--- config.mk ---
export PLATFORM = sky130hd
export DESIGN_NAME = mac_stats_regs
export DESIGN_NICKNAME = d
export VERILOG_FILES = /design/src/verilog/mac_stats_pkg.sv /design/src/verilog/event_counter.sv /design/src/verilog/da_entry_match.sv /design/src/verilog/mac_stats_regs.sv
export SDC_FILE = /design/constraint.sdc
export NUM_CORES = 2
export LEC_CHECK = 0
export ABC_CLOCK_PERIOD_IN_PS = 5190
export BUFFER_PORTS_ARGS = -buffer_cell sky130_fd_sc_hd__buf_4
export CORE_ASPECT_RATIO = 0.8
export CORE_MARGIN = 5
export CORE_UTILIZATION = 40
export DETAILED_ROUTE_END_ITERATION = 8
export HOLD_SLACK_MARGIN = 0.1
export PLACE_DENSITY = 0.58
export RECOVER_POWER = 100
export SKIP_LAST_GASP = 1
export SYNTH_ARGS = -nofsm -noshare
export SYNTH_HDL_FRONTEND = slang
export SYNTH_HIERARCHICAL = 1
export SYNTH_SLANG_ARGS = --single-unit
--- constraint.sdc ---
create_clock -name sys_clk -period 5.19 [get_ports sys_clk]
set_input_delay 0.2595 -clock sys_clk [delete_from_list [all_inputs] [get_ports sys_clk]]
set_output_delay 0.2595 -clock sys_clk [all_outputs]
set_load 0.01 [all_outputs]
--- src/verilog/mac_stats_pkg.sv ---
// Constants, field layouts and carrier types for the MAC statistics and DA filter register bank
// Notes on behaviour
// - Read-only 9-bit field reports complete frames in the transmit FIFO, debug only.
// - Read-only 14-bit field reports valid 16-bit half-words in host transmit FIFO.
// - 32-bit read-only counter counts host frames dropped on transmit FIFO overflow.
// - Either uncorrectable-ECC flag asserting latches the 14-bit error location.
// - Location stays frozen; re-arms only after both uncorrectable flags clear.
// - Location is a word index into the 16-bit-wide packet buffer.
// - Bank of read-only 10-bit corrected-error counters at consecutive word offsets.
// - Counter 0 receive low FIFO, 1 receive high FIFO, 4 host transmit FIFO.
// - Sixteen filter entries, upper words at even offsets stepping by two.
// - Bit 30 enables the entry for port 1 frames; clear means ignored.
// - Bit 19 picks host receive queue: 0 low priority, 1 high priority.
// - Enabled entry with bit 16 set forwards matching frames to the host.
// - Entry with bit 16 clear discards matching frames.
// - Upper word bits 15:0 hold address bits 47:32, read and write.
// - Lower 32 address bits sit at the odd offset just above the upper word.
package mac_stats_pkg;
    localparam int ADDR_W = 10;
    localparam int DATA_W = 32;
    localparam int IDX_W = 8;
    localparam int FILT_ENTRIES = 16;
    localparam int CORR_COUNTERS = 7;
    localparam int MASK_ENTRIES = 2;
    localparam int FRAME_COUNT_W = 9;
    localparam int HALFWORD_W = 14;
    localparam int LOC_W = 14;
    localparam int CORR_W = 10;
    localparam int DROP_W = 32;
    localparam int IRQ_W = 4;

    // Register indices; byte address is four times the index
    localparam logic [IDX_W-1:0] IDX_TX_FRAME_COUNT = 8'h3f;
    localparam logic [IDX_W-1:0] IDX_TX_HALFWORD = 8'h40;
    localparam logic [IDX_W-1:0] IDX_OVF_DROPS = 8'h41;
    localparam logic [IDX_W-1:0] IDX_UNCORR_LOC = 8'h42;
    localparam logic [IDX_W-1:0] IDX_CORR_FIRST = 8'h43;
    localparam logic [IDX_W-1:0] IDX_CORR_LAST = 8'h49;
    localparam logic [IDX_W-1:0] IDX_FILT_FIRST = 8'h50;
    localparam logic [IDX_W-1:0] IDX_FILT_LAST = 8'h6f;
    localparam logic [IDX_W-1:0] IDX_MASK_FIRST = 8'h70;
    localparam logic [IDX_W-1:0] IDX_MASK_LAST = 8'h73;
    localparam logic [IDX_W-1:0] IDX_IRQ_STATUS = 8'h74;
    localparam logic [IDX_W-1:0] IDX_IRQ_MASK = 8'h75;

    // Filter upper word layout
    localparam int BIT_PORT_ENABLE = 30;
    localparam int BIT_RX_PRI = 19;
    localparam int BIT_FORWARD = 16;
    localparam logic [DATA_W-1:0] UPPER_WMASK = 32'hc009ffff;

    // Reset values
    localparam logic [DATA_W-1:0] REG_RST = 32'h0;
    localparam logic [15:0] MASK_UPPER_RST = 16'hffff;
    localparam logic [DATA_W-1:0] MASK_LOWER_RST = 32'hffffffff;
    localparam logic [47:0] FULL_MASK = 48'hffffffffffff;

    // Interrupt status bits
    localparam int IRQ_OVF_DROP = 0;
    localparam int IRQ_UNCORR = 1;
    localparam int IRQ_CORR = 2;
    localparam int IRQ_FILT_DROP = 3;

    // Corrected counter assignment
    localparam int CORR_RX_LO = 0;
    localparam int CORR_RX_HI = 1;
    localparam int CORR_HOST_TX = 4;

    typedef struct packed {
        logic wr;
        logic rd;
        logic [ADDR_W-1:0] addr;
        logic [DATA_W-1:0] wdata;
    } reg_req_s;

    typedef struct packed {
        logic valid;
        logic port1;
        logic [47:0] da;
    } da_query_s;

    typedef struct packed {
        logic valid;
        logic hit;
        logic forward;
        logic high_pri;
        logic [3:0] entry;
    } da_result_s;
endpackage

--- src/verilog/event_counter.sv ---
// Saturating event counter cleared only by reset
`timescale 1ns/1ns
module event_counter #(
    parameter int W = 10
) (
    // Clock and reset
    input wire logic sys_clk,
    input wire logic rst_n,
    // Event and count
    input wire logic inc,
    output logic [W-1:0] count
);
    logic [W-1:0] count_ff;

    // Holds at all ones so a reader never sees a wrap to a small value
    always_ff @(posedge sys_clk or negedge rst_n) begin
        if (!rst_n) begin
            count_ff <= '0;
        end else if (inc && (count_ff != {W{1'b1}})) begin
            count_ff <= count_ff + {{(W-1){1'b0}}, 1'b1};
        end
    end

    assign count = count_ff;
endmodule

--- src/verilog/da_entry_match.sv ---
// Compare of one destination address against one filter entry
`timescale 1ns/1ns
module da_entry_match
    import mac_stats_pkg::*;
(
    // Entry contents
    input wire logic [31:0] upper,
    input wire logic [31:0] lower,
    input wire logic [47:0] mask,
    input wire logic complete,
    // Query
    input wire logic port1,
    input wire logic [47:0] da,
    // Result
    output logic hit
);

    logic [47:0] diff;

    assign diff = (da ^ {upper[15:0], lower}) & mask;
    assign hit = complete && port1 && upper[BIT_PORT_ENABLE] && (diff == 48'h0);
endmodule

--- src/verilog/mac_stats_regs.sv ---
// Register bank for transmit FIFO statistics, ECC error reporting and the DA filter table
`timescale 1ns/1ns
module mac_stats_regs
    import mac_stats_pkg::*;
(
    // Clock and reset
    input wire logic sys_clk,
    input wire logic rst_n,
    // Register port
    input wire reg_req_s reg_req,
    output logic [DATA_W-1:0] reg_rdata_ff,
    // Transmit FIFO state
    input wire logic [FRAME_COUNT_W-1:0] tx_frame_count,
    input wire logic [HALFWORD_W-1:0] tx_halfword_level,
    input wire logic host_tx_overflow_drop,
    // ECC events
    input wire logic rx_ecc_err_flag,
    input wire logic tx_ecc_err_flag,
    input wire logic [LOC_W-1:0] ecc_err_word,
    input wire logic [CORR_COUNTERS-1:0] corrected_error_event,
    // Destination address lookup
    input wire da_query_s da_query,
    output da_result_s da_result_ff,
    // Interrupt
    output logic irq_ff
);
    logic [IDX_W-1:0] idx;
    logic aligned;
    logic [IDX_W-1:0] filt_off;
    logic [IDX_W-1:0] mask_off;
    logic in_filt;
    logic in_mask;
    logic [IDX_W-1:0] corr_off;
    logic in_corr;

    logic [FRAME_COUNT_W-1:0] tx_frame_count_ff;
    logic [HALFWORD_W-1:0] tx_halfword_level_ff;
    logic [DROP_W-1:0] host_tx_overflow_drops;
    logic [LOC_W-1:0] uncorrectable_error_location_ff;
    logic loc_armed_ff;
    logic [CORR_W-1:0] corrected_error_count [CORR_COUNTERS];
    logic [31:0] filt_upper_ff [FILT_ENTRIES];
    logic [31:0] filt_lower_ff [FILT_ENTRIES];
    logic [FILT_ENTRIES-1:0] filt_complete_ff;
    logic [15:0] mask_upper_ff [MASK_ENTRIES];
    logic [31:0] mask_lower_ff [MASK_ENTRIES];
    logic [FILT_ENTRIES-1:0] hit_vec;
    logic [IRQ_W-1:0] irq_status_ff;
    logic [IRQ_W-1:0] irq_mask_ff;
    logic [IRQ_W-1:0] irq_events;
    logic [DATA_W-1:0] nxt_rdata;
    logic any_hit;
    logic [3:0] win_entry;
    logic [31:0] win_upper;
    logic uncorr_any;

    // Address decode
    assign idx = reg_req.addr[ADDR_W-1:2];
    assign aligned = (reg_req.addr[1:0] == 2'h0);
    assign filt_off = idx - IDX_FILT_FIRST;
    assign mask_off = idx - IDX_MASK_FIRST;
    assign corr_off = idx - IDX_CORR_FIRST;
    assign in_filt = aligned && (idx >= IDX_FILT_FIRST) && (idx <= IDX_FILT_LAST);
    assign in_mask = aligned && (idx >= IDX_MASK_FIRST) && (idx <= IDX_MASK_LAST);
    assign in_corr = aligned && (idx >= IDX_CORR_FIRST) && (idx <= IDX_CORR_LAST);
    assign uncorr_any = rx_ecc_err_flag || tx_ecc_err_flag;

    // FIFO levels are sampled every cycle
    always_ff @(posedge sys_clk or negedge rst_n) begin
        if (!rst_n) begin
            tx_frame_count_ff <= '0;
            tx_halfword_level_ff <= '0;
        end else begin
            tx_frame_count_ff <= tx_frame_count;
            tx_halfword_level_ff <= tx_halfword_level;
        end
    end

    event_counter #(.W(DROP_W)) u_drop_count (
        .sys_clk(sys_clk),
        .rst_n(rst_n),
        .inc(host_tx_overflow_drop),
        .count(host_tx_overflow_drops)
    );

    // One counter per buffer FIFO; index 0 rx low, 1 rx high, 4 host tx
    generate
        for (genvar c = 0; c < CORR_COUNTERS; c++) begin : g_corr
            event_counter #(.W(CORR_W)) u_corr_count (
                .sys_clk(sys_clk),
                .rst_n(rst_n),
                .inc(corrected_error_event[c]),
                .count(corrected_error_count[c])
            );
        end
    endgenerate

    // First uncorrectable error location, a 16-bit word index into the buffer
    always_ff @(posedge sys_clk or negedge rst_n) begin
        if (!rst_n) begin
            uncorrectable_error_location_ff <= '0;
            loc_armed_ff <= 1'b1;
        end else if (loc_armed_ff && uncorr_any) begin
            uncorrectable_error_location_ff <= ecc_err_word;
            loc_armed_ff <= 1'b0;
        end else if (!loc_armed_ff && !uncorr_any) begin
            loc_armed_ff <= 1'b1;
        end
    end

    // Filter table; upper write invalidates the entry until its lower word lands
    always_ff @(posedge sys_clk or negedge rst_n) begin
        if (!rst_n) begin
            for (int e = 0; e < FILT_ENTRIES; e++) begin
                filt_upper_ff[e] <= REG_RST;
                filt_lower_ff[e] <= REG_RST;
            end
            filt_complete_ff <= '0;
        end else if (reg_req.wr && in_filt) begin
            if (!filt_off[0]) begin
                filt_upper_ff[filt_off[4:1]] <= reg_req.wdata & UPPER_WMASK;
                filt_complete_ff[filt_off[4:1]] <= 1'b0;
            end else begin
                filt_lower_ff[filt_off[4:1]] <= reg_req.wdata;
                filt_complete_ff[filt_off[4:1]] <= 1'b1;
            end
        end
    end

    // Mask table for the first entries; later entries compare every bit
    always_ff @(posedge sys_clk or negedge rst_n) begin
        if (!rst_n) begin
            for (int m = 0; m < MASK_ENTRIES; m++) begin
                mask_upper_ff[m] <= MASK_UPPER_RST;
                mask_lower_ff[m] <= MASK_LOWER_RST;
            end
        end else if (reg_req.wr && in_mask) begin
            if (!mask_off[0]) begin
                mask_upper_ff[mask_off[1]] <= reg_req.wdata[15:0];
            end else begin
                mask_lower_ff[mask_off[1]] <= reg_req.wdata;
            end
        end
    end

    generate
        for (genvar e = 0; e < FILT_ENTRIES; e++) begin : g_match
            logic [47:0] entry_mask;
            if (e < MASK_ENTRIES) begin : g_masked
                assign entry_mask = {mask_upper_ff[e], mask_lower_ff[e]};
            end else begin : g_full
                assign entry_mask = FULL_MASK;
            end
            da_entry_match u_match (
                .upper(filt_upper_ff[e]),
                .lower(filt_lower_ff[e]),
                .mask(entry_mask),
                .complete(filt_complete_ff[e]),
                .port1(da_query.port1),
                .da(da_query.da),
                .hit(hit_vec[e])
            );
        end
    endgenerate

    // Lowest-numbered hitting entry decides the frame
    always_comb begin
        any_hit = 1'b0;
        win_entry = 4'h0;
        for (int e = FILT_ENTRIES - 1; e >= 0; e--) begin
            if (hit_vec[e]) begin
                any_hit = 1'b1;
                win_entry = e[3:0];
            end
        end
        win_upper = filt_upper_ff[win_entry];
    end

    always_ff @(posedge sys_clk or negedge rst_n) begin
        if (!rst_n) begin
            da_result_ff <= '0;
        end else begin
            da_result_ff.valid <= da_query.valid;
            da_result_ff.hit <= da_query.valid && any_hit;
            da_result_ff.forward <= da_query.valid && any_hit && win_upper[BIT_FORWARD];
            da_result_ff.high_pri <= da_query.valid && any_hit && win_upper[BIT_RX_PRI];
            da_result_ff.entry <= win_entry;
        end
    end

    // Interrupt status: set wins over a write-one clear in the same cycle
    assign irq_events[IRQ_OVF_DROP] = host_tx_overflow_drop;
    assign irq_events[IRQ_UNCORR] = loc_armed_ff && uncorr_any;
    assign irq_events[IRQ_CORR] = |corrected_error_event;
    assign irq_events[IRQ_FILT_DROP] = da_query.valid && any_hit && !win_upper[BIT_FORWARD];

    always_ff @(posedge sys_clk or negedge rst_n) begin
        if (!rst_n) begin
            irq_status_ff <= '0;
        end else if (reg_req.wr && aligned && (idx == IDX_IRQ_STATUS)) begin
            irq_status_ff <= (irq_status_ff & ~reg_req.wdata[IRQ_W-1:0]) | irq_events;
        end else begin
            irq_status_ff <= irq_status_ff | irq_events;
        end
    end

    always_ff @(posedge sys_clk or negedge rst_n) begin
        if (!rst_n) begin
            irq_mask_ff <= '0;
        end else if (reg_req.wr && aligned && (idx == IDX_IRQ_MASK)) begin
            irq_mask_ff <= reg_req.wdata[IRQ_W-1:0];
        end
    end

    always_ff @(posedge sys_clk or negedge rst_n) begin
        if (!rst_n) begin
            irq_ff <= 1'b0;
        end else begin
            irq_ff <= |(irq_status_ff & irq_mask_ff);
        end
    end

    // Read mux; read-only fields have no write path, unmapped reads return zero
    always_comb begin
        nxt_rdata = REG_RST;
        if (!aligned) begin
            nxt_rdata = REG_RST;
        end else if (idx == IDX_TX_FRAME_COUNT) begin
            nxt_rdata = {{(DATA_W-FRAME_COUNT_W){1'b0}}, tx_frame_count_ff};
        end else if (idx == IDX_TX_HALFWORD) begin
            nxt_rdata = {{(DATA_W-HALFWORD_W){1'b0}}, tx_halfword_level_ff};
        end else if (idx == IDX_OVF_DROPS) begin
            nxt_rdata = host_tx_overflow_drops;
        end else if (idx == IDX_UNCORR_LOC) begin
            nxt_rdata = {{(DATA_W-LOC_W){1'b0}}, uncorrectable_error_location_ff};
        end else if (in_corr) begin
            nxt_rdata = {{(DATA_W-CORR_W){1'b0}}, corrected_error_count[corr_off[2:0]]};
        end else if (in_filt) begin
            nxt_rdata = filt_off[0] ? filt_lower_ff[filt_off[4:1]] : filt_upper_ff[filt_off[4:1]];
        end else if (in_mask) begin
            nxt_rdata = mask_off[0] ? mask_lower_ff[mask_off[1]] : {16'h0, mask_upper_ff[mask_off[1]]};
        end else if (idx == IDX_IRQ_STATUS) begin
            nxt_rdata = {{(DATA_W-IRQ_W){1'b0}}, irq_status_ff};
        end else if (idx == IDX_IRQ_MASK) begin
            nxt_rdata = {{(DATA_W-IRQ_W){1'b0}}, irq_mask_ff};
        end
    end

    // Data stand only in the cycle after the read strobe
    always_ff @(posedge sys_clk or negedge rst_n) begin
        if (!rst_n) begin
            reg_rdata_ff <= REG_RST;
        end else begin
            reg_rdata_ff <= reg_req.rd ? nxt_rdata : REG_RST;
        end
    end

    property p_frame_count_follows;
        @(posedge sys_clk) disable iff (!rst_n)
        reg_req.rd && aligned && (idx == IDX_TX_FRAME_COUNT) ##0 (tx_frame_count_ff == $past(tx_frame_count))
            |=> reg_rdata_ff == {23'h0, $past(tx_frame_count_ff)};
    endproperty
    a_frame_count_follows: assert property (p_frame_count_follows) else $error("frame count readback wrong");

    property p_halfword_follows;
        @(posedge sys_clk) disable iff (!rst_n)
        rst_n |=> tx_halfword_level_ff == $past(tx_halfword_level);
    endproperty
    a_halfword_follows: assert property (p_halfword_follows) else $error("half-word level not sampled");

    property p_drop_counts;
        @(posedge sys_clk) disable iff (!rst_n)
        host_tx_overflow_drop && (host_tx_overflow_drops != 32'hffffffff)
            |=> host_tx_overflow_drops == $past(host_tx_overflow_drops) + 32'h1;
    endproperty
    a_drop_counts: assert property (p_drop_counts) else $error("overflow drop not counted");

    property p_drop_ro;
        @(posedge sys_clk) disable iff (!rst_n)
        reg_req.wr && !host_tx_overflow_drop |=> $stable(host_tx_overflow_drops);
    endproperty
    a_drop_ro: assert property (p_drop_ro) else $error("write changed a read-only counter");

    property p_loc_capture;
        @(posedge sys_clk) disable iff (!rst_n)
        loc_armed_ff && uncorr_any |=> (uncorrectable_error_location_ff == $past(ecc_err_word)) && !loc_armed_ff;
    endproperty
    a_loc_capture: assert property (p_loc_capture) else $error("error location not captured");

    property p_loc_frozen;
        @(posedge sys_clk) disable iff (!rst_n)
        !loc_armed_ff && uncorr_any |=> $stable(uncorrectable_error_location_ff) && !loc_armed_ff;
    endproperty
    a_loc_frozen: assert property (p_loc_frozen) else $error("error location not frozen");

    property p_host_tx_corr;
        @(posedge sys_clk) disable iff (!rst_n)
        corrected_error_event[CORR_HOST_TX] && (corrected_error_count[CORR_HOST_TX] != 10'h3ff)
            |=> corrected_error_count[CORR_HOST_TX] == $past(corrected_error_count[CORR_HOST_TX]) + 10'h1;
    endproperty
    a_host_tx_corr: assert property (p_host_tx_corr) else $error("host tx corrected count missed");

    property p_disabled_entry;
        @(posedge sys_clk) disable iff (!rst_n)
        !filt_upper_ff[0][BIT_PORT_ENABLE] |-> !hit_vec[0];
    endproperty
    a_disabled_entry: assert property (p_disabled_entry) else $error("disabled entry matched");

    property p_forward_rule;
        @(posedge sys_clk) disable iff (!rst_n)
        da_query.valid && any_hit
            |=> da_result_ff.hit && (da_result_ff.forward == $past(win_upper[BIT_FORWARD]))
                && (da_result_ff.high_pri == $past(win_upper[BIT_RX_PRI]));
    endproperty
    a_forward_rule: assert property (p_forward_rule) else $error("forwarding decision wrong");

    property p_irq_level;
        @(posedge sys_clk) disable iff (!rst_n)
        (irq_status_ff & irq_mask_ff) != 4'h0 |=> irq_ff;
    endproperty
    a_irq_level: assert property (p_irq_level) else $error("interrupt not raised");

    property p_irq_set_wins;
        @(posedge sys_clk) disable iff (!rst_n)
        reg_req.wr && aligned && (idx == IDX_IRQ_STATUS)
            |=> (irq_status_ff & $past(irq_events)) == $past(irq_events);
    endproperty
    a_irq_set_wins: assert property (p_irq_set_wins) else $error("event lost to a status clear");

    property p_loc_rearm;
        @(posedge sys_clk) disable iff (!rst_n)
        !loc_armed_ff && !uncorr_any |=> loc_armed_ff;
    endproperty
    a_loc_rearm: assert property (p_loc_rearm) else $error("capture not re-armed");

    property p_rdata_idle;
        @(posedge sys_clk) disable iff (!rst_n)
        !reg_req.rd |=> reg_rdata_ff == REG_RST;
    endproperty
    a_rdata_idle: assert property (p_rdata_idle) else $error("read data outside read cycle");

    c_loc_capture: cover property (@(posedge sys_clk) disable iff (!rst_n) loc_armed_ff && uncorr_any);
    c_forward: cover property (@(posedge sys_clk) disable iff (!rst_n) da_result_ff.hit && da_result_ff.forward);
    c_filter_drop: cover property (@(posedge sys_clk) disable iff (!rst_n) da_result_ff.hit && !da_result_ff.forward);
    c_irq: cover property (@(posedge sys_clk) disable iff (!rst_n) irq_ff);
endmodule

==> results.yml <==
setup_path:
  regToRegStartpoint: "filt_upper_ff[1]"
  critical_path_arrival_ns: 5.48
  worstSetupStartpointType: "input pin"
  reg2reg_depth: 13
  path_class: "input pin to flip-flop"
  cp-endpoint: "filt_upper_ff[494]"
  startpoint: "reg_req[37]"
  end_kind: "flip-flop"
  reg2reg_slack_ns: 0.42
  cp_max_fo: 20
  crit_required_ns: 5.82
  rr_endpoint: "da_result_ff[4]"
outcome:
  outcome: "finished with violations"
  violations: "max-capacitance violations, max-slew violations"
place:
  gp_congestion: 0.929
  pre_cts_ws_ns: 0.651
  port_buffers: 183
  dpl.hpwl_microns: 163000
  dp_cells: 7544
finish:
  finalNetCount: 5809
  final_cells: 7881
  drive_gt1_share_pct: 32.8
  area_growth_syn_to_layout_pct: 17.9
  final_core_util_pct: 47.6
sta:
  fin_crit_sh_pct: 93.5
  tns_ns: 0
  timing.final.ws_setup_ns: 0.338
  clock_skew_ns: 0.0318
  final_hold_viol_count: 0
  tightest_slew_ns: 2.99
  rsz0062_at_grt: "no"
  final-setup-viol-count: 0
  slew_headroom_pct: -99.5
  clock.fmax_mhz: 206
  period_needed_ns: 4.85
  drv_slew: 924
power:
  swShare_pct: 27.5
  intPower_w: 0.0160
  p_per_area_mw_per_mm2: 294
  finalPower_w: 0.0220
  power.switching_w: 0.00605
  vdd_drop_max_mv: 0.293
  pwr-share-clk_pct: 43.6
  p_leak_nw: 36.1
  p_seq_share_pct: 44.5
  comb_power_share_pct: 11.9
drt:
  vias_per_cell: 5.67
  wl_per_cell_microns: 29.8
  dr.pass1.iters: 6
  drt_wl_total_microns: 235000
  drtIter0Drc: 4681
  drc: 0
  ant_nets: 0
  vias: 44600
clocking:
  root_buffer: "clkbuf_16"
  clkLatencyLatePin_ns: 0.77
  cts_buffer_depth: 3
  ctsResizeCount: 0
  cts_tree: "built"
  htreeDepth: 3
  clock-sinks: 1133
  numCtsBuffers: 120
  clk_pin_slew_ns: 0.06
die:
  chipHeight_microns: 366
  die_w_microns: 455
  io_pins: 184
  core-area_sq_mm: 0.157
  rows: 130
  initial_utilization_pct: 40.3
  die_area_sq_mm: 0.167
grt:
  grt_overflow: 0
  grt_usage_pct: 27.8
  grt_pass1_wl_microns: 336000
  gr-max-usage-layer: "met1"
  grtUsageMet2_pct: 40.6
  grt_start_max_net_pins: 141
  antenna_found_initial: 24
  use_met3_pct: 6.03
  grt_pass1_vias: 44200
  grt_use_met1_pct: 40.7
job:
  drv_cap: 33
worst_hold_path:
  holdCritPathClass: "input pin to flip-flop"
logic_synthesis:
  syn_area_per_cell_sq_um: 13.4
  synth_warnings: 6
  netlist_area_sq_mm: 0.0634
  synthCells: 4731
## how the worst min path moves through the flow
stage | startpoint | end | slack (ns) | cells after the start
global placement | tx_halfword_level[1] | tx_halfword_level_ff[1] | 0.37 | 1
floorplan | rst_n | async pin | -0.04 | 0
finish | tx_frame_count[1] | tx_frame_count_ff[1] | 0.16 | 2
detailed placement | tx_frame_count[6] | tx_frame_count_ff[6] | 0.37 | 1
CTS | tx_frame_count[4] | tx_frame_count_ff[4] | 0.10 | 2
global route | reg_req[3] | g_match[1].entry_mask[3] | 0.13 | 2
## layout make-up
cell class                 count  area [sq um]
multi-input combinational   3966         36100
tap                         2112          2640
fill                       14200         82500
antenna                       10          25.0
inverter                      29           111
clock buffer                 171          3500
clock inverter                58           858
sequential                  1133         28500
timing repair buffer         402          3160
## cells in the final DEF (no fill, tap or decap), types with 15 or more instances in the layout
master and n:
nor3_1 39, nand4_1 82, clkbuf_4 29, dfstp_2 97, mux4_2 290, nor2_1 109, inv_1 27, xnor2_1 33
o22ai_1 18, dfrtp_1 1036, o21ai_0 46, nand2_1 104, dlygate4sd3_1 98, xor2_1 795, a22oi_1 91, a22o_1 145
conb_1 672, a221oi_1 81, and4_1 15, buf_12 17, bufinv_16 19, mux2_1 41, a221oi_2 79, buf_4 163
clkbuf_16 121, a21oi_1 61, clkinv_2 21, a222oi_1 18, mux2i_1 24, mux2_2 946, nand3_1 90, clkbuf_1 102
clkbuf_8 28
## state kept, by name (all words and copies together) (netlist names), named ones only
signal and flops:
da_result_ff 8, filt_lower_ff 512, filt_upper_ff 320, g_corr.u_corr_count/count 70, g_match.entry_mask 96, irq_ff 1
irq_mask_ff 4, irq_status_ff 4, loc_armed_ff 1, reg_rdata_ff 32, tx_frame_count_ff 9, tx_halfword_level_ff 14
u_drop_count/count 32, uncorrectable_error_location_ff 14
## power by group through the flow
| stage | logic, W | clock network [W] | registers [W] |
|---|---|---|---|
| 2_1_floorplan | 0.00158 | 0 | 0.00975 |
| 3_3_place_gp | 0.00257 | 0 | 0.00993 |
| 3_5_place_dp | 0.00261 | 0 | 0.00994 |
| 4_1_cts | 0.00268 | 0.00972 | 0.00979 |
| 5_1_grt | 0.00285 | 0.0101 | 0.00984 |
| 6_report | 0.00263 | 0.00959 | 0.00979 |
## critical path, cell delays in order
cell and delay, ns:
clkbuf_1 1.60, nand2b_1 0.69, nor2_1 0.12, nand2_1 0.15, clkbuf_1 2.12, mux2_2 0.48
## repair_timing
action                                   CTS  global route
hold buffers                              98             0
buffers inserted                           0             0
endpoints found under the hold margin   1008             0
endpoints found under the setup margin     0             0
## layer usage
metal,wire (microns),up-vias
met3,18200,394
met5,89,-
li1,-,19100
met1,105000,23500
met4,10400,14
met2,102000,1662
## per-stage QoR
stage | hold slack [ns] | area (sq um)
floorplan | -0.0361 | 66000
global placement | 0.370 | 70200
detailed placement | 0.370 | 70200
CTS | 0.101 | 75500
global route | 0.130 | 74800
finish | 0.162 | 74800
(Power assumes the default switching activity.)
